## config.mk

```make
export PLATFORM = sky130hd
export DESIGN_NAME = rosr_router
export DESIGN_NICKNAME = d
export VERILOG_FILES = /design/src/rosr_pkg_end_marker_unused.sv /design/src/rosr_pkg.sv /design/src/rosr_router.sv
export SDC_FILE = /design/constraint.sdc
export NUM_CORES = 1
export LEC_CHECK = 0
export BUFFER_PORTS_ARGS = -buffer_cell sky130_fd_sc_hd__buf_2
export CORE_MARGIN = 2
export CORE_UTILIZATION = 25
export CTS_CLUSTER_DIAMETER = 30
export CTS_CLUSTER_SIZE = 10
export DETAILED_ROUTE_END_ITERATION = 12
export PLACE_DENSITY = 0.39
export SYNTH_ARGS = -nofsm -noshare
export SYNTH_HDL_FRONTEND = slang
export SYNTH_SLANG_ARGS = --single-unit
```

## constraint.sdc

```tcl
create_clock -name clk_in -period 1.4 [get_ports clk_in]
set_input_delay 0.14 -clock clk_in [delete_from_list [all_inputs] [get_ports clk_in]]
set_output_delay 0.14 -clock clk_in [all_outputs]
set_load 0.03 [all_outputs]
```

## src/rosr_pkg_end_marker_unused.sv

```systemverilog
// Intentionally empty: no content.

```

## src/rosr_pkg.sv

```systemverilog
// Constants for the rear output signal router.
// Assumes one 20 MHz clock shared with every signal source feeding it.
//
// Behaviour
// - Each connector has its own source selection
// - Any selection accepted in any mode
// - Feature signals idle until feature active
// - Code 0 drives nothing on connector
// - Code 4 routes 3.84 MHz chip clock
// - Codes 5,6,10: frame reset, sync, slot
// - Codes 11,13: 10 ms, 80 ms pulses
// - Code 20: data clock through gaps
// - Code 30: data clock gapped in gaps
// - Code 30 equals 20 without compressed mode
// - Codes 21-23: TPC, TFCI, pilot clocks
// - Code 24: channel bits before spreading
// - Codes 25,26,28: slot, frame, bit clock
// - Code 33: compressed mode gap indicator
// - Codes 35-37: paging data, slot, frame
// - Codes 38,39: common channel clock, data
// - Codes 40,41: playback frame, TPC bits
// - Code 42: multi unit sync trigger out
`default_nettype none
package rosr_pkg;
    // ==========================================================
    // Bus widths and register map
    localparam int ADDR_W = 4;
    localparam int DATA_W = 8;
    localparam int SEL_W = 6;
    localparam logic [ADDR_W-1:0] SEL_BASE_OFS = 4'h0;
    localparam logic [ADDR_W-1:0] CTRL_OFS = 4'h8;
    localparam logic [ADDR_W-1:0] STATUS_OFS = 4'h9;
    localparam int CTRL_CM_EN_BIT = 0;
    localparam logic [SEL_W-1:0] SEL_RESET = 6'h00;
    localparam logic CM_EN_RESET = 1'b0;
    // ==========================================================
    // Selection codes
    localparam logic [SEL_W-1:0] SRC_NONE = 6'h00;
    localparam logic [SEL_W-1:0] SRC_CHIP_CLK = 6'h04;
    localparam logic [SEL_W-1:0] SRC_SFN_RESET = 6'h05;
    localparam logic [SEL_W-1:0] SRC_SFN_SYNC = 6'h06;
    localparam logic [SEL_W-1:0] SRC_SCH_SLOT = 6'h0A;
    localparam logic [SEL_W-1:0] SRC_FRAME_10MS = 6'h0B;
    localparam logic [SEL_W-1:0] SRC_FRAME_80MS = 6'h0D;
    localparam logic [SEL_W-1:0] SRC_DATA_CLK_CONT = 6'h14;
    localparam logic [SEL_W-1:0] SRC_TPC_CLK = 6'h15;
    localparam logic [SEL_W-1:0] SRC_TFCI_CLK = 6'h16;
    localparam logic [SEL_W-1:0] SRC_PILOT_CLK = 6'h17;
    localparam logic [SEL_W-1:0] SRC_DPCH_STREAM = 6'h18;
    localparam logic [SEL_W-1:0] SRC_DPCH_SLOT = 6'h19;
    localparam logic [SEL_W-1:0] SRC_DPCH_FRAME = 6'h1A;
    localparam logic [SEL_W-1:0] SRC_DPCH_CLK = 6'h1C;
    localparam logic [SEL_W-1:0] SRC_DATA_CLK_GAPPED = 6'h1E;
    localparam logic [SEL_W-1:0] SRC_CM_FRAME_IND = 6'h20;
    localparam logic [SEL_W-1:0] SRC_CM_GAP_IND = 6'h21;
    localparam logic [SEL_W-1:0] SRC_PICH_DATA = 6'h23;
    localparam logic [SEL_W-1:0] SRC_PICH_SLOT = 6'h24;
    localparam logic [SEL_W-1:0] SRC_PICH_FRAME = 6'h25;
    localparam logic [SEL_W-1:0] SRC_PCCPCH_CLK = 6'h26;
    localparam logic [SEL_W-1:0] SRC_PCCPCH_DATA = 6'h27;
    localparam logic [SEL_W-1:0] SRC_PLAYBACK_FRAME = 6'h28;
    localparam logic [SEL_W-1:0] SRC_TPC_BITS = 6'h29;
    localparam logic [SEL_W-1:0] SRC_SYNC_TRIG = 6'h2A;
endpackage
`default_nettype wire

```

## src/rosr_router.sv

```systemverilog
// Rear output signal router: per-connector source selection.
// Assumes all sources are generated on clk_in; none are resynchronised.
`timescale 1ns/10ps
`default_nettype none
module rosr_router #(
    parameter int NUM_OUT = 7
) (
    input wire logic clk_in,
    input wire logic reset_in,
    input wire logic [rosr_pkg::ADDR_W-1:0] addr_in,
    input wire logic [rosr_pkg::DATA_W-1:0] wdata_in,
    input wire logic wr_in,
    input wire logic rd_in,
    output logic [rosr_pkg::DATA_W-1:0] rdata_out,
    input wire logic chip_clk_in,
    input wire logic sfn_reset_in,
    input wire logic sfn_sync_in,
    input wire logic sch_slot_in,
    input wire logic frame_10ms_in,
    input wire logic frame_80ms_in,
    input wire logic dpdch_clk_in,
    input wire logic tpc_clk_in,
    input wire logic tfci_clk_in,
    input wire logic pilot_clk_in,
    input wire logic dpch_stream_in,
    input wire logic dpch_slot_in,
    input wire logic dpch_frame_in,
    input wire logic dpch_clk_in,
    input wire logic cm_frame_ind_in,
    input wire logic cm_gap_in,
    input wire logic pich_data_in,
    input wire logic pich_slot_in,
    input wire logic pich_frame_in,
    input wire logic pccpch_clk_in,
    input wire logic pccpch_data_in,
    input wire logic chip_waveform_playback_frame_in,
    input wire logic tpc_bits_in,
    input wire logic multi_unit_sync_trigger_in,
    output logic [NUM_OUT-1:0] conn_out,
    output logic [NUM_OUT-1:0] conn_oe_out
);
    import rosr_pkg::*;

    // ==========================================================
    // Parameter check
    // Status register shows one bit per connector, map holds eight
    if (NUM_OUT < 1 || NUM_OUT > 8) begin : g_bad_num_out
        $error("NUM_OUT must be 1 to 8");
    end

    // ==========================================================
    // State
    typedef struct packed {
        logic [NUM_OUT-1:0][SEL_W-1:0] sel;
        logic cm_en;
        logic [NUM_OUT-1:0] conn;
        logic [NUM_OUT-1:0] oe;
        logic [DATA_W-1:0] rdata;
    } rosr_state_t;

    rosr_state_t st_q;
    rosr_state_t st_d;
    logic [63:0] src;
    logic cm_active;

    // ==========================================================
    // Source table, indexed by selection code
    always_comb begin
        src = 64'h0;
        cm_active = st_q.cm_en;
        src[SRC_CHIP_CLK] = chip_clk_in;
        src[SRC_SFN_RESET] = sfn_reset_in;
        src[SRC_SFN_SYNC] = sfn_sync_in;
        src[SRC_SCH_SLOT] = sch_slot_in;
        src[SRC_FRAME_10MS] = frame_10ms_in;
        src[SRC_FRAME_80MS] = frame_80ms_in;
        src[SRC_DATA_CLK_CONT] = dpdch_clk_in;
        src[SRC_TPC_CLK] = tpc_clk_in;
        src[SRC_TFCI_CLK] = tfci_clk_in;
        src[SRC_PILOT_CLK] = pilot_clk_in;
        src[SRC_DPCH_STREAM] = dpch_stream_in;
        src[SRC_DPCH_SLOT] = dpch_slot_in;
        src[SRC_DPCH_FRAME] = dpch_frame_in;
        src[SRC_DPCH_CLK] = dpch_clk_in;
        // Gap only masks while compressed mode runs, else same as code 20
        src[SRC_DATA_CLK_GAPPED] = dpdch_clk_in & ~(cm_active & cm_gap_in);
        // Feature signals held idle until compressed mode is on
        src[SRC_CM_FRAME_IND] = cm_frame_ind_in & cm_active;
        src[SRC_CM_GAP_IND] = cm_gap_in & cm_active;
        src[SRC_PICH_DATA] = pich_data_in;
        src[SRC_PICH_SLOT] = pich_slot_in;
        src[SRC_PICH_FRAME] = pich_frame_in;
        src[SRC_PCCPCH_CLK] = pccpch_clk_in;
        src[SRC_PCCPCH_DATA] = pccpch_data_in;
        src[SRC_PLAYBACK_FRAME] = chip_waveform_playback_frame_in;
        src[SRC_TPC_BITS] = tpc_bits_in;
        // Passed straight through; aligning on it is the receivers' job
        src[SRC_SYNC_TRIG] = multi_unit_sync_trigger_in;
    end

    // ==========================================================
    // Next state
    always_comb begin
        st_d = st_q;
        st_d.rdata = '0;
        for (int i = 0; i < NUM_OUT; i++) begin
            // Any code is stored whatever mode is active
            if (wr_in && addr_in == SEL_BASE_OFS + ADDR_W'(i)) begin
                st_d.sel[i] = wdata_in[SEL_W-1:0];
            end
            // Code 0 gives a low, undriven pin; unused codes drive the pin low
            st_d.conn[i] = src[st_q.sel[i]];
            st_d.oe[i] = (st_q.sel[i] != SRC_NONE);
        end
        if (wr_in && addr_in == CTRL_OFS) begin
            st_d.cm_en = wdata_in[CTRL_CM_EN_BIT];
        end
        if (rd_in) begin
            if (addr_in < SEL_BASE_OFS + ADDR_W'(NUM_OUT)) begin
                st_d.rdata = DATA_W'(st_q.sel[addr_in[2:0]]);
            end else if (addr_in == CTRL_OFS) begin
                st_d.rdata = DATA_W'(st_q.cm_en);
            end else if (addr_in == STATUS_OFS) begin
                st_d.rdata = DATA_W'(st_q.conn);
            end
        end
    end

    // ==========================================================
    // Registers
    always_ff @(posedge clk_in) begin
        if (reset_in) begin
            st_q <= '0;
            for (int i = 0; i < NUM_OUT; i++) begin
                st_q.sel[i] <= SEL_RESET;
            end
            st_q.cm_en <= CM_EN_RESET;
        end else begin
            st_q <= st_d;
        end
    end

    assign conn_out = st_q.conn;
    assign conn_oe_out = st_q.oe;
    assign rdata_out = st_q.rdata;

    // ==========================================================
    // Selection, reset and routing checks, repeated on every connector
    for (genvar gi = 0; gi < NUM_OUT; gi++) begin : g_conn_chk

    end
endmodule
`default_nettype wire

```

==> results.yml, run 1 <==
power_and_ir_drop:
  clkPwrFrac_pct: 45.4
  combPwrFrac_pct: 16.2
  power.internal_mw: 3.53
  switchingPower_mw: 1.32
  seqPwrFrac_pct: 38.4
  p_leak_nw: 2.51
  p_sw_share_pct: 27.2
  peakVddDrop_uv: 569
  p_per_area_mw_per_mm2: 773
floorplan:
  rows: 49
  start_util_pct: 25.7
  die_y_um: 141
  die_w_um: 141
  core-area_mm2: 0.0181
  die_area_mm2: 0.0198
  io_pins: 62
layout:
  postLayoutCoreUtil_pct: 34.6
  syn_to_final_growth_pct: 34.6
  final_cell_mix: "buf_4 (105), mux2i_1 (85), nor2_1 (64), buf_2 (58), dfxtp_1 (43)"
  drive_gt1_share_pct: 40.5
  num-nets-final: 687
  fillCellCount: 1920
  final_cells: 881
  multi_input_area_mm2: 0.00303
  layout_commonest_cell: "buf_4"
  seq_area_mm2: 0.00133
yosys:
  synth_compound_area_share_pct: 17.3
  synth-edff-count: 0
  synth-adder-area-share_pct: 0
  netlist_area_mm2: 0.00466
  synthMuxAreaShare_pct: 29.7
  synth_simple_gate_area_share_pct: 15.4
  synth_nets: 569
  ys_warn_count: 0
  syn_inst: 529
  ys.flop_type: "dfxtp_1"
  synth_top_family_by_area: "multiplexers"
  avgSynthCellArea_um2: 8.81
  synth_xor_area_share_pct: 0
  ys_seq_elements: 64
  yosysSeqAreaShare_pct: 27.5
  synth_cell_types: 50
  synthArstFlopShare_pct: 0
min_path:
  hold_depth: 2
  min_from: "reset_in"
  hold_class: "in -> reg"
worst_setup_path:
  r2r_setup_slack_ns: -0.15
  start_kind: "flop"
  slowest_delay_ns: 0.50
  crit_chain: "buf_6 > mux4_2 > mux2i_1 > o32ai_1 > and2_1"
  worst_ep_arrival_time_ns: 1.78
  reg2reg_depth: 5
  cp.required_ns: 1.63
  r2r-end: "rdata_out[0]"
  critPathMaxFanout: 5
  timing.rr.start: "st_q[35]"
  crit_path_top_delay_cell: "mux4_2"
  crit_end: "rdata_out[0]"
  crit_start: "st_q[35]"
  crit_type: "reg -> reg"
  setup.worst_path.end_class: "flop"
placed_design:
  hpwl_mm: 14.4
  dp.cells: 854
  io_buffer_count: 58
  routabilityCongestion: 0.897
sta:
  fin_skew_ns: 0.0105
  final-setup-viol-count: 8
  max_freq_mhz: 646
  finalCriticalPeriod_ns: 1.55
  post-route-period-util_pct: 111
  rsz0062_at_grt: "yes"
  hold_viol: 0
  hold-worst-slack_ns: 0.206
  fin_ws_ns: -0.148
  slew_violations: 0
run_status:
  violations: "setup timing"
  status: "finished with violations"
detailed_routing:
  firstDrtPassIters: 4
  vias: 4560
  drc: 0
  detail-route-antenna-nets: 0
  wl_mm: 19.6
  wl_per_cell_um: 22.3
  viasPerCell: 5.18
  initialDrtViolationCount: 326
clocking:
  ctsHoldBuffers: 0
  root_buffer: "clkbuf_16"
  tritoncts: "built"
  clk_pin_slew_ns: 0.06
  clkSinkCount: 64
  cts_max_level: 3
  clk_latency_ns: 0.34
  cts_buffer_depth: 2
  cts_made_buffers: 9
global_route:
  grt_first_pass_wirelength_mm: 29.2
  grt_max_degree: 15
  grt_overflow: 0
  first_global_vias: 4571
  grt_use_total_pct: 20.2
  grt_antenna_before_repair: 1
flow_run:
  max_cap_violations: 0
-- metal layers --
metal	vias to the layer above	share of wire, %	global-route usage (%)
met2	163	43	30.5
met1	2209	46	27.7
met4	0	2.8	6.42
li1	2162	-	-
met5	-	0	0
met3	26	8.0	5.74
-- cells in the mapped netlist, types with 2 or more instances --
| library cell | n | area share, % |
|---|---|---|
| mux2i_1 | 85 | 18 |
| dfxtp_1 | 64 | 27 |
| nor2_1 | 64 | 5.2 |
| buf_4 | 37 | 6.0 |
| nand2_1 | 29 | 2.3 |
| o21ai_0 | 27 | 2.9 |
| a21oi_1 | 26 | 2.8 |
| a31oi_1 | 19 | 2.6 |
| mux4_2 | 19 | 9.2 |
| clkbuf_1 | 17 | 1.4 |
| buf_2 | 12 | 1.3 |
| nor3_1 | 9 | 0.97 |
| nor2b_1 | 8 | 1.1 |
| o2bb2ai_1 | 8 | 1.5 |
| and2_1 | 7 | 0.94 |
| mux2_2 | 7 | 1.7 |
| inv_1 | 6 | 0.48 |
| nand3_1 | 6 | 0.64 |
| a22oi_1 | 5 | 0.81 |
| and3_1 | 5 | 0.67 |
| o21a_1 | 5 | 0.81 |
| o31a_1 | 5 | 0.94 |
| a211oi_1 | 4 | 0.64 |
| a2bb2oi_1 | 4 | 0.75 |
| nand3b_1 | 4 | 0.64 |
| o211ai_1 | 4 | 0.64 |
| or3_1 | 4 | 0.54 |
| a221oi_1 | 3 | 0.56 |
| nand4_1 | 3 | 0.40 |
| nor4_1 | 3 | 0.40 |
| o22ai_1 | 3 | 0.40 |
| a31o_2 | 2 | 0.38 |
| and2b_1 | 2 | 0.32 |
| buf_1 | 2 | 0.16 |
| buf_6 | 2 | 0.48 |
| clkbuf_2 | 2 | 0.21 |
| nor3b_2 | 2 | 0.54 |
| o221ai_1 | 2 | 0.38 |
| o31ai_1 | 2 | 0.32 |
-- flip-flops by register name, summed over array words and instances, names as in the netlist --
register and flops:
cm_active 1, st_q 42, conn_oe_out 7, conn_out 7, rdata_out 7
-- power by group through the flow --
stage,Clock (mW),Sequential (mW),Combinational (mW)
5_1_grt,2.33,1.87,0.838
6_report,2.20,1.86,0.786
3_3_place_gp,0,1.92,0.744
4_1_cts,2.26,1.86,0.765
2_1_floorplan,0,1.90,0.364
3_5_place_dp,0,1.92,0.744
-- kinds of logic after synthesis --
| group | Yosys count |
|---|---|
| other cells | 1 |
| mux | 112 |
| compound gates | 123 |
| simple gates | 150 |
| flops | 64 |
| buf+inv | 79 |
-- critical path: cells and delay by family (launching register included) --
| kind | cells | cell delay [ns] |
|---|---|---|
| flops | 1 | 0.37 |
| compound gates | 1 | 0.10 |
| simple gates | 1 | 0.16 |
| mux | 2 | 0.68 |
| buf+inv | 1 | 0.12 |
-- per-stage QoR --
stage | setup TNS, ns | power (mW) | cell area, um^2 | worst slack (ns)
CTS | -0.722 | 4.88 | 6150 | -0.134
global placement | -4.18 | 2.66 | 5720 | -0.301
detailed placement | -4.79 | 2.66 | 5720 | -0.329
global route | -1.15 | 5.03 | 6270 | -0.164
floorplan | -0.0382 | 2.26 | 4680 | -0.0369
finish | -0.600 | 4.85 | 6270 | -0.148
-- cell type report --
| class | instances | area share [%] |
|---|---|---|
| Tap cell | 229 | 4.57 |
| Clock buffer | 13 | 3.83 |
| Timing Repair Buffer | 179 | 21.2 |
| Antenna cell | 2 | 0.0798 |
| Multi-Input combinational cell | 386 | 48.3 |
| Clock inverter | 1 | 0.479 |
| Inverter | 7 | 0.419 |
| Sequential cell | 64 | 21.2 |
-- timing repair --
action,4_1_cts,5_1_grt
endpoints found under the setup margin,11,13
setup buffers,11,1
pin swaps,11,12
resized for setup,37,36
-- worst min path at each step --
| stage | end | slack [ns] |
|---|---|---|
| after global placement | st_q[39] | 0.51 |
| final | st_q[52] | 0.21 |
| after detailed placement | rdata_out[6] | 0.51 |
| after CTS | st_q[40] | 0.19 |
| after floorplan | st_q[24] | 0.28 |
| after global routing | st_q[36] | 0.22 |
Note: power is estimated with default switching activity, not from simulation.
==> run 2, diff against run 1 <==
--- a/config.mk
+++ b/config.mk
@@ -12,6 +12,8 @@
 export CTS_CLUSTER_SIZE = 10
 export DETAILED_ROUTE_END_ITERATION = 12
 export PLACE_DENSITY = 0.39
+export SETUP_SLACK_MARGIN = 0.05
+export SLEW_MARGIN = 20
 export SYNTH_ARGS = -nofsm -noshare
 export SYNTH_HDL_FRONTEND = slang
 export SYNTH_SLANG_ARGS = --single-unit
==> run 2 against run 1 <==
Compared with the run above:
- the run still ends with setup timing left
- non-clock buffer count is 6 lower
- global-route usage fell by 0.72 points
- sequential cell count unchanged
- wire length shrank 3.0%
- maximum frequency is 4.3% higher
- highest routed layer unchanged
==> results.yml, run 2 (same netlist as run 1, synthesis figures left out) <==
detailed_routing:
  drc: 0
  firstDrtPassIters: 5
  viasPerCell: 5.33
  initialDrtViolationCount: 344
  wl_mm: 19.0
  detail-route-antenna-nets: 0
  wl_per_cell_um: 21.7
  vias: 4663
layout:
  fillCellCount: 1888
  drive_gt1_share_pct: 40.6
  final_cells: 875
  top_register: "st_q"
  layout_commonest_cell: "buf_4"
  final_cell_mix: "buf_4 (103), mux2i_1 (85), nor2_1 (63), buf_2 (59), dfxtp_1 (40)"
  antenna_cells: 0
  num-nets-final: 681
  syn_to_final_growth_pct: 34.6
  largest_register_ffs: 42
sta:
  finalCriticalPeriod_ns: 1.48
  hold-worst-slack_ns: 0.140
  final-setup-viol-count: 7
  max_freq_mhz: 674
  fin_ws_ns: -0.0837
  hold_viol: 0
  fin_skew_ns: 0.00825
  slew_violations: 0
  post-route-period-util_pct: 106
  rsz0062_at_grt: "yes"
run_status:
  violations: "setup timing"
  status: "finished with violations"
floorplan:
  die_w_um: 141
  die_y_um: 141
  rows: 49
  io_pins: 62
  core-area_mm2: 0.0181
  die_area_mm2: 0.0198
  start_util_pct: 25.7
power_and_ir_drop:
  p_total_mw: 5.38
  switchingPower_mw: 1.34
  p_sw_share_pct: 24.9
  clkPwrFrac_pct: 51.5
  peakVddDrop_uv: 692
  p_leak_nw: 2.52
  seqPwrFrac_pct: 34.6
  combPwrFrac_pct: 13.9
  p_per_area_mw_per_mm2: 857
  power.internal_mw: 4.04
placed_design:
  hpwl_mm: 14.1
  io_buffer_count: 58
  routabilityCongestion: 0.927
  dpl_worst_slack_ns: -0.270
  dp.cells: 850
worst_setup_path:
  cp.required_ns: 1.64
  critPathMaxFanout: 9
  worst_ep_arrival_time_ns: 1.72
  setup.worst_path.end_class: "flop"
  start_kind: "flop"
  crit_type: "reg -> reg"
clocking:
  clkSinkCount: 64
  ctsHoldBuffers: 0
  clk_pin_slew_ns: 0.06
  root_buffer: "clkbuf_16"
  cts_max_level: 3
  tritoncts: "built"
  clk_latency_ns: 0.34
  cts_made_buffers: 9
  cts_buffer_depth: 2
global_route:
  grt_use_total_pct: 19.4
  grt_max_degree: 30
  grt_overflow: 0
  first_global_vias: 4544
  grt_antenna_before_repair: 0
  grt_first_pass_wirelength_mm: 28.4
flow_run:
  max_cap_violations: 0
min_path:
  hold_class: "in -> reg"
run 2: changes by cell type in the layout (fill, tap and decap cells not counted), moves of 3 or more:
| cell | change |
|---|---|
| buf_6 | -5 |
| clkbuf_1 | -4 |
| dfxtp_1 | -3 |
| dfxtp_4 | +3 |
run 2: final timing paths:
check,from,to,slack (ns),cells after the start
worst max register to register,st_q[29],rdata_out[0],-0.08,5
worst min-delay path,wdata_in[5],st_q[40],0.14,3
worst max-delay path,st_q[29],rdata_out[0],-0.08,5
worst min register to register,conn_out[6],rdata_out[6],0.51,1
run 2: repair_timing:
item | CTS | global route
resized for setup | 39 | 27
buffers inserted | 6 | 3
endpoints found under the setup margin | 11 | 13
pin swaps | 9 | 9
run 2: power groups by stage:
| stage | registers, mW | logic (mW) | clock network [mW] |
|---|---|---|---|
| global placement | 1.92 | 0.721 | 0 |
| global route | 1.86 | 0.798 | 2.90 |
| finish | 1.86 | 0.749 | 2.77 |
| floorplan | 1.90 | 0.365 | 0 |
| detailed placement | 1.92 | 0.723 | 0 |
| CTS | 1.87 | 0.739 | 2.83 |
run 2: per-stage QoR:
stage | util [%] | instance area, um^2 | setup TNS (ns)
2_1_floorplan | - | 4690 | -0.00872
3_3_place_gp | 31.4 | 5700 | -3.14
3_5_place_dp | 31.4 | 5700 | -3.33
4_1_cts | 34.2 | 6210 | -0.466
5_1_grt | 34.6 | 6270 | -0.824
6_report | 34.6 | 6270 | -0.412
run 2: worst max-delay path: stages (launching register included):
cell and delay (ns):
dfxtp_4 0.38, buf_4 0.15, mux4_2 0.45, mux2i_1 0.18, o32ai_1 0.09, and2_1 0.14
run 2: routing by layer:
layer  part of all wire (%)  GRT usage [%]  routed length (um)  vias to the layer above
met4                    2.4           6.26                 461                        0
met2                     42           27.6                7940                      205
met1                     48           28.9                9200                     2286
li1                       -              -                   -                     2144
met3                    7.5           4.38                1440                       28
met5                      0              0                   0                        -
run 2: cell type report:
cell class	instances	area (um^2)	share of cell area, %
Clock inverter	5	100	1.60
Clock buffer	11	264	4.21
Multi-Input combinational cell	386	2990	47.7
Sequential cell	64	1340	21.4
Inverter	7	28.8	0.459
Tap cell	229	287	4.57
Timing Repair Buffer	173	1260	20.1
==> run 3, diff against run 2 <==
--- a/config.mk
+++ b/config.mk
@@ -11,7 +11,7 @@
 export CTS_CLUSTER_DIAMETER = 30
 export CTS_CLUSTER_SIZE = 10
 export DETAILED_ROUTE_END_ITERATION = 12
-export PLACE_DENSITY = 0.39
+export PLACE_DENSITY = 0.38
 export SETUP_SLACK_MARGIN = 0.05
 export SLEW_MARGIN = 20
 export SYNTH_ARGS = -nofsm -noshare
==> constraint.sdc (replaced) <==
create_clock -name clk_in -period 1.85 [get_ports clk_in]
set_input_delay 0.185 -clock clk_in [delete_from_list [all_inputs] [get_ports clk_in]]
set_output_delay 0.185 -clock clk_in [all_outputs]
set_load 0.03 [all_outputs]
==> run 3 against run 2 <==
Compared with the run above:
- hold slack improved by 0.077 ns
- critical path type unchanged
- sequential power down 23%
- wire length down 8.0%
- die area unchanged
- largest cell class unchanged
- setup slack improved by 0.20 ns
- the run now ends clean
- total power decreased by 32%
- final cell count down 8.8%
- critical path depth unchanged
- core utilization decreased by 4.7 points
==> results.yml, run 3 (same netlist as run 1, synthesis figures left out) <==
detailed_routing:
  initialDrtViolationCount: 320
  vias: 4393
  wl_mm: 17.5
  drc: 0
  viasPerCell: 5.51
  detail-route-antenna-nets: 0
  wl_per_cell_um: 21.9
  firstDrtPassIters: 5
floorplan:
  core-area_mm2: 0.0181
  die_y_um: 141
  rows: 49
  die_w_um: 141
  die_area_mm2: 0.0198
  io_pins: 62
  start_util_pct: 25.7
clocking:
  clk_latency_ns: 0.34
  tritoncts: "built"
  root_buffer: "clkbuf_16"
  cts_max_level: 3
  clk_pin_slew_ns: 0.06
  cts_made_buffers: 9
  post_cts_buffers: 0
  ctsHoldBuffers: 0
  cts_buffer_depth: 2
  clkSinkCount: 64
placed_design:
  dp.cells: 783
  routabilityCongestion: 0.873
  placed_area_mm2: 0.00510
  hpwl_mm: 12.7
  io_buffer_count: 58
sta:
  max_freq_mhz: 577
  tns_ns: 0
  hold_viol: 0
  fin_skew_ns: 0.00708
  worst_pin_slew_ns: 0.540
  relSlewSlack_pct: 64.0
  finalCriticalPeriod_ns: 1.73
  slew_violations: 0
  rsz0062_at_grt: "no"
  final-setup-viol-count: 0
  post-route-period-util_pct: 93.6
  hold-worst-slack_ns: 0.217
worst_setup_path:
  crit_chain: "mux4_2 > o21a_1 > a22oi_1 > o21ai_0 > buf_4"
  critPathTopFamily: "flip-flops"
  slowest_delay_ns: 0.63
  worst_ep_arrival_time_ns: 1.96
  crit_type: "reg -> reg"
  critPathBufInv: 1
  start_kind: "flop"
  cp.required_ns: 2.07
  crit_path_top_delay_cell: "dfxtp_1"
  setup.worst_path.end_class: "flop"
  critPathMaxFanout: 12
layout:
  drive_gt1_share_pct: 26.7
  final_cell_mix: "mux2i_1 (85), nor2_1 (64), dfxtp_1 (59), buf_2 (58), buf_4 (38)"
  top_register: "st_q"
  largest_register_ffs: 42
  stdcell_area_mm2: 0.00542
  postLayoutCoreUtil_pct: 29.9
  syn_to_final_growth_pct: 16.3
  layout_commonest_cell: "mux2i_1"
  antenna_cells: 0
  num-nets-final: 605
  final_cells: 798
global_route:
  first_global_vias: 4104
  grt_use_total_pct: 17.8
  grt_overflow: 0
  grt_max_degree: 23
  grt_antenna_before_repair: 0
  grt_first_pass_wirelength_mm: 26.1
power_and_ir_drop:
  peakVddDrop_uv: 415
  p_per_area_mw_per_mm2: 675
  p_leak_nw: 2.05
run_status:
  status: "completed"
flow_run:
  max_cap_violations: 0
min_path:
  hold_class: "in -> reg"
## run 3: changes by cell type in the layout (fill, tap and decap cells not counted), sizes merged
cell    before  now
clkbuf      11   12
buf        173   97
bufinv       3    1
## run 3: per-layer routing
metal	global-route usage [%]	part of all wire [%]	wire [um]
met4	7.63	3.7	652
met2	23.8	39	6840
met3	4.00	7.5	1320
met5	0	0	0
met1	26.9	50	8700
## run 3: stage by stage
stage,setup slack [ns],power (mW)
after floorplan,0.395,1.71
after global placement,0.126,1.93
after detailed placement,0.0795,1.93
after CTS,0.0738,3.71
after global routing,0.0613,3.79
final,0.118,3.66
## run 3: path summary, 6_finish.rpt
kind | startpoint | endpoint | slack [ns] | depth (start not counted)
worst min register to register | conn_out[6] | rdata_out[6] | 0.48 | 1
worst max register to register | st_q[42] | conn_out[3] | 0.12 | 5
worst max-delay path | st_q[42] | conn_out[3] | 0.12 | 5
worst min-delay path | reset_in | st_q[52] | 0.22 | 2
## run 3: final cells by class
cell class,count,area [um^2]
fill,1970,12700
multi-input combinational,386,2920
sequential,64,1290
timing repair buffer,97,596
tap,229,287
clock buffer,12,267
clock inverter,3,40.0
inverter,7,26.3
## run 3: power by group
group	total [mW]	leakage (nW)	internal (mW)	switching (mW)
Combinational	0.480	1.38	0.181	0.299
Sequential	1.43	0.519	1.40	0.0308
Clock	1.75	0.154	1.14	0.609
Total	3.66	2.05	2.72	0.939
## run 3: worst reg2reg max path: stages (launching register included)
cell and delay, ns:
dfxtp_1 0.63, mux4_2 0.38, o21a_1 0.17, a22oi_1 0.18
o21ai_0 0.10, buf_4 0.15
## run 3: repair_timing
| action | CTS | global route |
|---|---|---|
| hold endpoints to repair | 0 | 0 |
| gates resized for setup | 0 | 6 |
| endpoints found under the setup margin | 0 | 4 |
